===== src/include/spi_port_regs.vh =====
`ifndef SPI_PORT_REGS_VH
`define SPI_PORT_REGS_VH

// ----------------------------------------------------------------------
// Register addresses and reset values
// ----------------------------------------------------------------------
`define ADDR_SERIAL_CLOCK_DIVIDER 8'ha2
`define ADDR_SERIAL_DATA_BUFFER 8'ha3
`define RST_SERIAL_CLOCK_DIVIDER 8'h00
`define RST_SERIAL_DATA_BUFFER 8'h00

// ----------------------------------------------------------------------
// Timing: core clock period in ns, the rest in core clock periods, and derived cycle counts
// ----------------------------------------------------------------------
`define CLK_PERIOD_NS 50
`define EDGES_PER_BYTE 5'h10
`define SLH_MIN_PERIODS 6
`define SLH_MAX_PERIODS 8
`define SLH_DELAY_CYCLES 4'h7
`define BITS_PER_BYTE 4'h8

`endif


===== src/spi_pair_buffer.v =====
`default_nettype none

// Two-entry buffer holding received bytes until the receive buffer takes them.
module spi_pair_buffer (
    // Clock and reset.
    input wire clk,
    input wire rst_n,
    // Filling side.
    input wire in_valid,
    output wire in_ready,
    input wire [7:0] in_data,
    // Draining side.
    output wire out_valid,
    input wire out_ready,
    output wire [7:0] out_data
);

    reg [7:0] mem_r [0:1];
    reg wr_ptr_r;
    reg rd_ptr_r;
    reg [1:0] count_r;
    wire push;
    wire pop;

    // Honest full and empty from the occupancy count.
    assign in_ready = (count_r != 2'h2);
    assign out_valid = (count_r != 2'h0);
    assign out_data = mem_r[rd_ptr_r];
    assign push = in_valid && in_ready;
    assign pop = out_valid && out_ready;

    // Each entry is written only when the write pointer selects it.
    genvar i;
    generate
        for (i = 0; i < 2; i = i + 1) begin : g_entry
            always @(posedge clk or negedge rst_n) begin
                if (!rst_n) begin
                    mem_r[i] <= 8'h00;
                end else if (push && (wr_ptr_r == i)) begin
                    mem_r[i] <= in_data;
                end
            end
        end
    endgenerate

    // Pointers and count advance on accepted pushes and pops.
    always @(posedge clk or negedge rst_n) begin
        if (!rst_n) begin
            wr_ptr_r <= 1'b0;
            rd_ptr_r <= 1'b0;
            count_r <= 2'h0;
        end else begin
            if (push) begin
                wr_ptr_r <= ~wr_ptr_r;
            end
            if (pop) begin
                rd_ptr_r <= ~rd_ptr_r;
            end
            if (push && !pop) begin
                count_r <= count_r + 2'h1;
            end else if (pop && !push) begin
                count_r <= count_r - 2'h1;
            end
        end
    end

endmodule

`default_nettype wire


===== src/spi_port.v =====
`include "spi_port_regs.vh"
`default_nettype none

// Functional notes
// - Master serial clock is core clock over two times divider value plus one.
// - Data write loads transmit buffer; in master mode it starts a transfer.
// - Data read returns the receive buffer, never the transmit buffer.
// - Polarity select high inverts the whole serial clock waveform.
// - Slave drives output within four periods of select low, releases within four.
// - Slave output changes within four periods after each shift edge.
// - Slave with phase one changes output six to eight periods after last edge.
// - Transfer-done flag sets at each byte end and stays until cleared.
// - Write while buffer not empty is dropped and sets write-collision flag.
// - Buffer-empty clears on write, sets when byte moves to shift register.
// - Slave sets overrun when unread byte remains as a new byte completes.
module spi_port (
    // Clock and reset.
    input wire clk,
    input wire rst_n,
    // Special function register bus.
    input wire [7:0] sfr_addr,
    input wire sfr_wr,
    input wire sfr_rd,
    input wire [7:0] sfr_wdata,
    output reg [7:0] sfr_rdata,
    // Control bits held in the control register outside.
    input wire port_enable,
    input wire master_mode,
    input wire clock_polarity_select,
    input wire clock_phase_select,
    // Flag clears, one-cycle pulses.
    input wire clr_transfer_done,
    input wire clr_write_collision,
    input wire clr_receive_overrun,
    // Flags.
    output reg tx_buffer_empty_flag,
    output reg transfer_done_flag,
    output reg write_collision_flag,
    output reg receive_overrun_flag,
    // Serial pins.
    input wire slave_select_n,
    input wire sck_in,
    output reg sck_out,
    output reg sck_oe,
    input wire mosi_in,
    output reg mosi_out,
    output reg mosi_oe,
    input wire miso_in,
    output reg miso_out,
    output reg miso_oe
);

    // ------------------------------------------------------------------
    // Declarations
    // ------------------------------------------------------------------
    localparam [1:0] ST_IDLE = 2'b01;
    localparam [1:0] ST_RUN = 2'b10;

    reg [1:0] state_r;
    reg [7:0] divider_value_r;
    reg [7:0] div_lat_r;
    reg [7:0] half_cnt_r;
    reg [4:0] edge_cnt_r;
    reg phase_r;
    reg [7:0] tx_buf_r;
    reg [7:0] tx_sh_r;
    reg [7:0] rx_sh_r;
    reg [3:0] bit_cnt_r;
    reg [7:0] rx_hold_r;
    reg rx_full_r;
    reg push_r;
    reg [7:0] push_data_r;
    reg sck_prev_r;
    reg [3:0] slh_cnt_r;
    reg tx_loaded_r;

    wire slave_active = port_enable && !master_mode && !slave_select_n;
    wire master_on = port_enable && master_mode;
    wire eff_sck = sck_in ^ clock_polarity_select;
    wire eff_prev = sck_prev_r ^ clock_polarity_select;
    wire slv_lead = slave_active && eff_sck && !eff_prev;
    wire slv_trail = slave_active && !eff_sck && eff_prev;
    wire mst_tick = (state_r == ST_RUN) && (half_cnt_r == 8'h00);
    wire mst_lead = mst_tick && !phase_r;
    wire mst_trail = mst_tick && phase_r;
    wire lead_ev = master_on ? mst_lead : slv_lead;
    wire trail_ev = master_on ? mst_trail : slv_trail;
    wire sample_ev = clock_phase_select ? trail_ev : lead_ev;
    wire shift_ev = clock_phase_select ? lead_ev : trail_ev;
    wire in_bit = master_on ? miso_in : mosi_in;
    wire [7:0] rx_next = {rx_sh_r[6:0], in_bit};
    wire mst_end = mst_tick && (edge_cnt_r == `EDGES_PER_BYTE - 5'h01);
    wire slv_end = sample_ev && !master_on && (bit_cnt_r == `BITS_PER_BYTE - 4'h1);
    wire byte_end = mst_end || slv_end;
    wire buf_ready;
    wire buf_valid;
    wire [7:0] buf_data;
    wire wr_div = sfr_wr && (sfr_addr == `ADDR_SERIAL_CLOCK_DIVIDER);
    wire wr_dat = sfr_wr && (sfr_addr == `ADDR_SERIAL_DATA_BUFFER);
    wire rd_dat = sfr_rd && (sfr_addr == `ADDR_SERIAL_DATA_BUFFER);
    wire hold_take = buf_valid && (!rx_full_r || rd_dat);
    wire mst_start = master_on && (state_r == ST_IDLE) && !tx_buffer_empty_flag && buf_ready;
    wire slv_load = !master_on && !tx_buffer_empty_flag && (bit_cnt_r == 4'h0)
                    && !tx_loaded_r;
    wire tx_move = mst_start || slv_load;

    // ------------------------------------------------------------------
    // Received bytes wait here; a full buffer holds off master starts.
    // ------------------------------------------------------------------
    spi_pair_buffer u_rx_buffer (
        .clk(clk),
        .rst_n(rst_n),
        .in_valid(push_r),
        .in_ready(buf_ready),
        .in_data(push_data_r),
        .out_valid(buf_valid),
        .out_ready(!rx_full_r || rd_dat),
        .out_data(buf_data)
    );

    // ------------------------------------------------------------------
    // Register bus
    // ------------------------------------------------------------------
    // Divider register and registered read data; unmapped addresses read zero.
    always @(posedge clk or negedge rst_n) begin
        if (!rst_n) begin
            divider_value_r <= `RST_SERIAL_CLOCK_DIVIDER;
            sfr_rdata <= 8'h00;
        end else begin
            if (wr_div) begin
                divider_value_r <= sfr_wdata;
            end
            if (sfr_addr == `ADDR_SERIAL_CLOCK_DIVIDER) begin
                sfr_rdata <= divider_value_r;
            end else if (sfr_addr == `ADDR_SERIAL_DATA_BUFFER) begin
                sfr_rdata <= rx_hold_r;
            end else begin
                sfr_rdata <= 8'h00;
            end
        end
    end

    // Transmit buffer with empty and collision flags; a set beats a clear.
    always @(posedge clk or negedge rst_n) begin
        if (!rst_n) begin
            tx_buf_r <= `RST_SERIAL_DATA_BUFFER;
            tx_buffer_empty_flag <= 1'b1;
            write_collision_flag <= 1'b0;
        end else begin
            if (wr_dat && tx_buffer_empty_flag) begin
                tx_buf_r <= sfr_wdata;
                tx_buffer_empty_flag <= 1'b0;
            end else if (tx_move) begin
                tx_buffer_empty_flag <= 1'b1;
            end
            if (wr_dat && !tx_buffer_empty_flag) begin
                write_collision_flag <= 1'b1;
            end else if (clr_write_collision) begin
                write_collision_flag <= 1'b0;
            end
        end
    end

    // Receive buffer and the done and overrun flags; a set beats a clear.
    always @(posedge clk or negedge rst_n) begin
        if (!rst_n) begin
            rx_hold_r <= `RST_SERIAL_DATA_BUFFER;
            rx_full_r <= 1'b0;
            transfer_done_flag <= 1'b0;
            receive_overrun_flag <= 1'b0;
        end else begin
            if (hold_take) begin
                rx_hold_r <= buf_data;
                rx_full_r <= 1'b1;
            end else if (rd_dat) begin
                rx_full_r <= 1'b0;
            end
            if (byte_end) begin
                transfer_done_flag <= 1'b1;
            end else if (clr_transfer_done) begin
                transfer_done_flag <= 1'b0;
            end
            if (slv_end && (rx_full_r || buf_valid || !buf_ready)) begin
                receive_overrun_flag <= 1'b1;
            end else if (clr_receive_overrun) begin
                receive_overrun_flag <= 1'b0;
            end
        end
    end

    // ------------------------------------------------------------------
    // Master clock generator
    // ------------------------------------------------------------------
    // Each half period lasts divider plus one core cycles, latched at start.
    always @(posedge clk or negedge rst_n) begin
        if (!rst_n) begin
            state_r <= ST_IDLE;
            div_lat_r <= 8'h00;
            half_cnt_r <= 8'h00;
            edge_cnt_r <= 5'h00;
            phase_r <= 1'b0;
        end else begin
            case (state_r)
                ST_IDLE: begin
                    phase_r <= 1'b0;
                    edge_cnt_r <= 5'h00;
                    if (mst_start) begin
                        div_lat_r <= divider_value_r;
                        half_cnt_r <= divider_value_r;
                        state_r <= ST_RUN;
                    end
                end
                ST_RUN: begin
                    if (!master_on) begin
                        state_r <= ST_IDLE;
                    end else if (mst_tick) begin
                        half_cnt_r <= div_lat_r;
                        phase_r <= ~phase_r;
                        edge_cnt_r <= edge_cnt_r + 5'h01;
                        if (mst_end) begin
                            state_r <= ST_IDLE;
                        end
                    end else begin
                        half_cnt_r <= half_cnt_r - 8'h01;
                    end
                end
                default: begin
                    state_r <= ST_IDLE;
                end
            endcase
        end
    end

    // ------------------------------------------------------------------
    // Shift engine shared by master and slave
    // ------------------------------------------------------------------
    // Bytes move MSB first; output bit changes on shift edges.
    always @(posedge clk or negedge rst_n) begin
        if (!rst_n) begin
            tx_sh_r <= 8'h00;
            rx_sh_r <= 8'h00;
            bit_cnt_r <= 4'h0;
            mosi_out <= 1'b0;
            miso_out <= 1'b0;
            push_r <= 1'b0;
            push_data_r <= 8'h00;
            sck_prev_r <= 1'b0;
            slh_cnt_r <= 4'h0;
            tx_loaded_r <= 1'b0;
        end else begin
            sck_prev_r <= sck_in;
            push_r <= byte_end && buf_ready;
            if (byte_end) begin
                push_data_r <= sample_ev ? rx_next : rx_sh_r;
            end
            if (!master_on && slave_select_n) begin
                bit_cnt_r <= 4'h0;
                tx_loaded_r <= 1'b0;
            end else if (sample_ev) begin
                rx_sh_r <= rx_next;
                bit_cnt_r <= slv_end ? 4'h0 : bit_cnt_r + 4'h1;
                tx_loaded_r <= slv_end ? 1'b0 : tx_loaded_r;
            end
            if (tx_move) begin
                tx_loaded_r <= 1'b1;
                if (clock_phase_select) begin
                    tx_sh_r <= tx_buf_r;
                end else begin
                    tx_sh_r <= {tx_buf_r[6:0], 1'b0};
                    mosi_out <= tx_buf_r[7];
                    miso_out <= tx_buf_r[7];
                end
            end else if (shift_ev) begin
                tx_sh_r <= {tx_sh_r[6:0], 1'b0};
                mosi_out <= tx_sh_r[7];
                miso_out <= tx_sh_r[7];
            end
            // Phase one slave: release the last bit a fixed delay after the end.
            if (slv_end && clock_phase_select) begin
                slh_cnt_r <= `SLH_DELAY_CYCLES;
            end else if (slh_cnt_r != 4'h0) begin
                slh_cnt_r <= slh_cnt_r - 4'h1;
                if (slh_cnt_r == 4'h1) begin
                    miso_out <= tx_sh_r[7];
                end
            end
        end
    end

    // ------------------------------------------------------------------
    // Pin drive
    // ------------------------------------------------------------------
    // Clock idles at the polarity level and is inverted as a whole.
    always @(posedge clk or negedge rst_n) begin
        if (!rst_n) begin
            sck_out <= 1'b0;
            sck_oe <= 1'b0;
            mosi_oe <= 1'b0;
            miso_oe <= 1'b0;
        end else begin
            sck_out <= clock_polarity_select ^ (master_on && state_r == ST_RUN && phase_r);
            sck_oe <= master_on;
            mosi_oe <= master_on;
            miso_oe <= slave_active;
        end
    end

endmodule

`default_nettype wire


===== config.mk =====
export PLATFORM = sky130hd
export DESIGN_NAME = spi_port
export DESIGN_NICKNAME = d
export VERILOG_FILES = /design/src/spi_pair_buffer.v /design/src/spi_port.v
export VERILOG_INCLUDE_DIRS = /design/src /design/src/include
export SDC_FILE = /design/constraint.sdc
export NUM_CORES = 1
export LEC_CHECK = 0
export ABC_AREA = 1
export BUFFER_PORTS_ARGS = -buffer_cell sky130_fd_sc_hd__buf_2
export CAP_MARGIN = 5
export CORE_ASPECT_RATIO = 1.1
export CORE_UTILIZATION = 25
export CTS_BUF_LIST = sky130_fd_sc_hd__clkbuf_4
export CTS_CLUSTER_SIZE = 25
export DETAILED_ROUTE_END_ITERATION = 8
export GPL_ROUTABILITY_DRIVEN = 0
export PLACE_DENSITY = 0.5
export SLEW_MARGIN = 20
export SYNTH_ARGS = -nofsm -noshare
export SYNTH_HDL_FRONTEND = slang
export SYNTH_SLANG_ARGS = --single-unit

===== constraint.sdc =====
create_clock -name clk -period 3.3 [get_ports clk]
set_clock_uncertainty 0.15 [all_clocks]
set_input_delay 0.66 -clock clk [delete_from_list [all_inputs] [get_ports clk]]
set_output_delay 0.66 -clock clk [all_outputs]
set_load 0.02 [all_outputs]

### Yosys cells after proc, flatten, opt, wreduce, memory -nomap -nowiden

Cells that the tools add are included.

* output and inout bits: 18
* register bits after elaboration: 121
* logic and storage cells: 194
* input bits: 31

* add/sub/neg operators: 6
* reduce and logical (&&, ||, !) cells: 75
* equality and inequality tests: 14
* order comparisons: 1
* bitwise operators: 7
* multiplexer cells: 59

Operator list (number)
* 8-bit 2-to-1 mux: 12
* 1-bit logical AND: 36
* 1-bit 2-to-1 mux: 30
* 2-bit nonzero test: 11
* 4-bit 2-to-1 mux: 5
* 8-bit == test (second input constant): 2
* 8-bit case mux with 2 select lines: 1
* 1-bit zero test: 12
* 2-bit 2-to-1 mux: 6
* 5-bit 2-to-1 mux: 2
* 2-bit != test (second input constant): 5
* 5-bit case mux with 2 select lines: 1
* 3-bit AND reduction: 3
* 8-bit zero test: 1
* 8-bit by 1-bit subtractor with 8-bit output (second input constant): 1
* 3-bit != test (second input constant): 2
* 2-bit AND reduction: 3
* 3-bit nonzero test: 2
* 5-bit by 1-bit adder with 5-bit output (second input constant): 1
* 5-bit by 4-bit == test with 1-bit output (second input constant): 1
* 1-bit logical OR: 5
* 4-bit by 1-bit adder with 4-bit output (second input constant): 1
* 4-bit by 1-bit == test with 1-bit output (second input constant): 1
* 4-bit by 3-bit == test with 1-bit output (second input constant): 1
* other kinds (13): 17

### Longest topological paths before layout

* depth in word-level cells: 13
* depth in mapped cells: 14
* depth with buffers taken out: 14

### Cells and area by module

Synthesis repeated with hierarchy kept, for this count alone.

* cell total of the unflattened synthesis: 659
* area total of the unflattened synthesis: 5676.7 µm²

By module, submodules not included
* spi_port: cells an instance 535, seq. area each 2529.9 µm², area each 4669.5 µm², times used 1
* spi_pair_buffer: cells an instance 124, seq. area each 500.5 µm², area each 1007.2 µm², times used 1

### Worst setup path before layout

OpenSTA, ideal clock, no wires.

* kind: input to register
* from: input sfr_addr[4]
* to: register u_rx_buffer.count_r[1]
* cell stages on the path: 11
* path slack: 1.003 ns
* buffers on the path: 1
* arrival time: 2.016 ns
* data required time: 3.019 ns
* library setup time: 0.131 ns
* cell sequence: nor3_2 > nand2_1 > inv_1 > buf_4 > nand2_1 > nand2_1 > nand2_1 > ha_1 > a21oi_1 > o21ai_0 > xor2_1

* word-level cells in the longest chain between the ends: 7
* elaborated cells between the ends (all ways): 9
* classes of those cells: 1 x eq/ne; 1 x mux; 7 x reduce/logical

Ends and longest elaborated chain
* start, declared: line spi_port.v:21 `input wire [7:0] sfr_addr,`
* 8-bit == test (no line) *
* 1-bit logical AND *: line spi_port.v:100 `` wire rd_dat = sfr_rd && (sfr_addr == `ADDR_SERIAL_DATA_BUFFER); ``
* 1-bit logical OR *: line spi_port.v:117 `.out_ready(!rx_full_r || rd_dat),`
* 1-bit logical AND *: line spi_pair_buffer.v:30 `assign pop = out_valid && out_ready;`
* 1-bit zero test: line spi_pair_buffer.v:59 `if (push && !pop) begin`
* 1-bit logical AND: line spi_pair_buffer.v:59
* 2-bit 2-to-1 mux / 2-bit nonzero test (equally long branches)
* end signal, assigned: line spi_pair_buffer.v:60 `count_r <= count_r + 2'h1;`
* end signal, assigned: line spi_pair_buffer.v:62 `count_r <= count_r - 2'h1;`
* end, declared: line spi_pair_buffer.v:21 `reg [1:0] count_r;`

Every way passes the cells marked *; elsewhere a longest branch is shown, timed or not.
A chain may end at the register's enable or synchronous reset.

### Final worst setup path

* from: register state_r[0]
* to: register miso_out

* word-level cells in the longest chain between the ends: 10
* elaborated cells between the ends (all ways): 21
* classes of those cells: 2 x eq/ne; 9 x mux; 10 x reduce/logical

Ends and longest elaborated chain
* start, declared: line spi_port.v:59 `reg [1:0] state_r;`
* start signal, assigned: line spi_port.v:197 `state_r <= ST_IDLE;`
* start signal, assigned: line spi_port.v:210 `state_r <= ST_RUN;`
* start signal, assigned: line spi_port.v:215 `state_r <= ST_IDLE;`
* 2-bit == test: line spi_port.v:83 `wire mst_tick = (state_r == ST_RUN) && (half_cnt_r == 8'h00);`
* 1-bit logical AND: line spi_port.v:83
* 1-bit logical AND (on tied branches): line spi_port.v:85, spi_port.v:84
* 1-bit 2-to-1 mux (on tied branches): line spi_port.v:87, spi_port.v:86
* 1-bit 2-to-1 mux: line spi_port.v:89 `wire shift_ev = clock_phase_select ? lead_ev : trail_ev;`
* 1-bit 2-to-1 mux: line spi_port.v:273 `end else if (shift_ev) begin`
* 1-bit 2-to-1 mux: line spi_port.v:264 `if (tx_move) begin`
* 1-bit 2-to-1 mux: line spi_port.v:283 `if (slh_cnt_r == 4'h1) begin`
* 1-bit 2-to-1 mux: line spi_port.v:281 `end else if (slh_cnt_r != 4'h0) begin`
* 1-bit 2-to-1 mux *: line spi_port.v:279 `if (slv_end && clock_phase_select) begin`
* end signal, assigned: line spi_port.v:271 `miso_out <= tx_buf_r[7];`
* end signal, assigned: line spi_port.v:276 `miso_out <= tx_sh_r[7];`
* end signal, assigned: line spi_port.v:284 `miso_out <= tx_sh_r[7];`
* end, declared: line spi_port.v:49 `output reg miso_out,`

Marks and branches as above.

==> run_results.csv <==
group,metric,value,unit
run_status,status,"complete, no violations",
setup_path,worstSetupStartpointType,"flip-flop",
routing,wl,13400,um
setup_path,rrSetupSlack,0.86,ns
sta,max_slew_margin,60.3,%
finish,layout-drive-gt1-share,17.0,%
setup_path,path_class,"reg -> reg",
sta,tightest_slew,0.594,ns
yosys,yosysTopAreaCell,"dfrtp_1",
floorplan,die_area,0.0227,mm^2
pwr,p_total,3.95,mW
sta,worst_slack,0.858,ns
clock_tree,post_cts_resized,0,
sta,fmax,0.409,GHz
setup_path,rr_endpoint,"miso_out",
placed_design,portBuffers,48,
yosys,syn_area,0.00553,mm^2
global_routing,grt_pass1_wl,22000,um
yosys,synthCells,635,
routing,antenna_left,0,
placed_design,pre_cts_slack,0.622,ns
floorplan,num_io_pins,49,
global_routing,antenna_found_initial,1,
hold_path,hold_start,"sck_in",
hold_path,hold_class,"in -> reg",
global_routing,grt_usage,12.9,%
setup_path,r2r_cells,11,
yosys,synthTopCellsByArea,"dfrtp_1 54%, nand2_1 13%, o21ai_0 5.7%",
routing,drc,0,
sta,period_minus_slack,2.44,ns
hold_path,hold_path_depth,1,
routing,wire_per_inst,13.4,um
sta,hold_viol_final,0,
floorplan,core,0.0215,mm^2
floorplan,fp.dieH,158,um
sta,slew_violations,0,
routing,drt-vias-per-instance,4.23,
yosys,synth_nets,675,
sta,rsz0062_at_grt,"false",
yosys,synthDominantCellAreaShare,53.9,%
clock_tree,tritoncts,"yes",
floorplan,die_w,144,um
yosys,ys_ff_latch,121,
run,max-cap-violations,0,
routing,drtIter0Drc,238,
sta,setup_tns,0,ns
global_routing,grt_max_degree,49,
finish,fin_nets,731,
clock_tree,h-tree-depth,4,
setup_path,critPathCaptureType,"flip-flop",
setup_path,r2r_start,"state_r[0]",
floorplan,rows,56,
finish,final_core_util,29.9,%
global_routing,grt-ovfl-total,0,
placed_design,hpwl,9830,um
global_routing,grt_pass1_vias,4161,
pwr,p_per_area,613,mW/mm^2
clock_tree,clock_sinks,121,
setup_path,crit_fanout,19,
pwr,vdd_drop_max,0.193,mV
yosys,yosysUniqueCellTypes,44,
yosys,synth_warnings,0,
clock_tree,ctsLongestPathBuffers,2,
yosys,ys_seq_area_share,54.8,%
clock_tree,clockRootBuffer,"clkbuf_4",
routing,vias,4213,
hold_path,hold_end,"sck_prev_r",
floorplan,start_util,25.7,%
setup_path,crit_arrival,2.75,ns
clock_tree,path_clk_slew,0.11,ns
clock_tree,numCtsBuffers,17,
finish,area_growth,16.5,%
pwr,p_leak,3.13,nW
yosys,avgSynthCellArea,8.71,um^2
clock_tree,clk_latency,0.56,ns
setup_path,crit_required,3.61,ns
routing,dr.pass1.iters,5,
sta,setup_viol,0,
sta,period_share,74.0,%
through the flow:
stage	hold WS, ns	cells	area, um^2
after CTS	0.0823	994	6440
final	0.123	995	6440
after detailed placement	0.323	961	6090
after global routing	0.0847	995	6440
after global placement	0.317	961	6090
after floorplan	0.214	635	5530
cell usage in the layout, fill, tap and decap left out, drive strengths merged, types with 3 or more instances in the layout:
| cell type | netlist | routed |
|---|---|---|
| nor2 | 30 | 30 |
| dfrtp | 119 | 119 |
| clkinv | 1 | 7 |
| ha | 9 | 9 |
| nor3 | 7 | 7 |
| clkbuf | 7 | 17 |
| o211ai | 12 | 12 |
| o21ai | 66 | 66 |
| xor2 | 7 | 7 |
| a21oi | 18 | 18 |
| bufinv | 0 | 5 |
| a31oi | 8 | 8 |
| or2 | 7 | 7 |
| clkinvlp | 0 | 4 |
| nand2 | 200 | 200 |
| o22ai | 4 | 4 |
| nand3 | 32 | 32 |
| nor3b | 3 | 3 |
| buf | 10 | 53 |
| inv | 80 | 80 |
where the power goes:
| part | internal, mW | switching [mW] | total [mW] |
|---|---|---|---|
| registers | 1.73 | 0.174 | 1.90 |
| logic | 0.292 | 0.506 | 0.798 |
| clock network | 0.664 | 0.582 | 1.25 |
| total | 2.68 | 1.26 | 3.95 |
critical path, stage by stage, from the launching register on:
cell and delay (ns):
dfstp_2 0.57, nand2_1 0.11, nor2_1 0.16, nand3_2 0.32, nand2_1 0.48, inv_2 0.11
nand2_1 0.14, inv_2 0.10, nand2_1 0.07, nand2_1 0.05, nand2_1 0.05, nand2_1 0.05
state kept, by name (all words and copies together) (netlist names), 2 cells and up:
register,flops
bit_cnt_r,4
div_lat_r,8
divider_value_r,8
edge_cnt_r,5
half_cnt_r,8
push_data_r,8
rx_hold_r,8
rx_sh_r,8
sfr_rdata,8
slh_cnt_r,4
state_r,2
tx_buf_r,8
tx_sh_r,8
u_rx_buffer.count_r,2
u_rx_buffer.mem_r,16
timing repair:
item	4_1_cts	5_1_grt
buffers inserted	0	0
endpoints found under the hold margin	25	0
hold buffers	1	0
cell usage after synthesis (all sizes together):
cell type and count:
a31oi 8, mux2i 1, a21oi 18, dfrtp 119, xor2 7, nor2 30, buf 10, nand2 200
or2 7, nand3 32, a41oi 1, nand4 1, a221oi 2, ha 9, nor3b 3, or3 1
clkinv 1, nor3 7, a32o 1, o211ai 12, dfstp 2, a32oi 2, nor4 1, inv 80
o21ai 66, xnor2 2, clkbuf 7, a211oi 1, o22ai 4
routing by layer:
metal / track usage, % / wire length [um] / vias to the layer above
met5: 0 / 0 / -
met4: 5.07 / 189 / 0
met3: 3.27 / 487 / 14
met2: 21.4 / 6530 / 61
met1: 16.1 / 6160 / 1972
li1: - / - / 2166
worst max path at each step:
stage / from / endpoint / slack, ns
after floorplan: sfr_addr[4] / u_rx_buffer.count_r[1] / 1.00
after global placement: port_enable / miso_out / 0.62
after detailed placement: port_enable / miso_out / 0.62
after CTS: state_r[0] / miso_out / 0.79
after global routing: state_r[0] / miso_out / 0.58
final: state_r[0] / miso_out / 0.86
cells by family (layout without fill, tap and decap cells):
family | after synthesis | in the layout | synth area share [%]
AND/OR/NAND/NOR | 282 | 282 | 22.5
flip-flops | 121 | 121 | 54.8
adder cells (fa/ha/maj) | 9 | 9 | 2.04
other | 0 | 1 | 0
XOR/XNOR | 9 | 9 | 1.43
multiplexers | 1 | 1 | 0.181
buffers and inverters | 98 | 167 | 7.20
AO/OA/AOI/OAI | 115 | 115 | 11.9
final cells by class:
class | instances | area, um^2
fillers | 2314 | 15100
flip-flops and latches | 121 | 3030
multi-input cells | 416 | 2100
well taps | 290 | 363
inverters | 81 | 307
repair buffers | 54 | 303
clock inverters | 15 | 206
clock buffers | 17 | 128
diodes | 1 | 2.50
(Power assumes the default switching activity.)
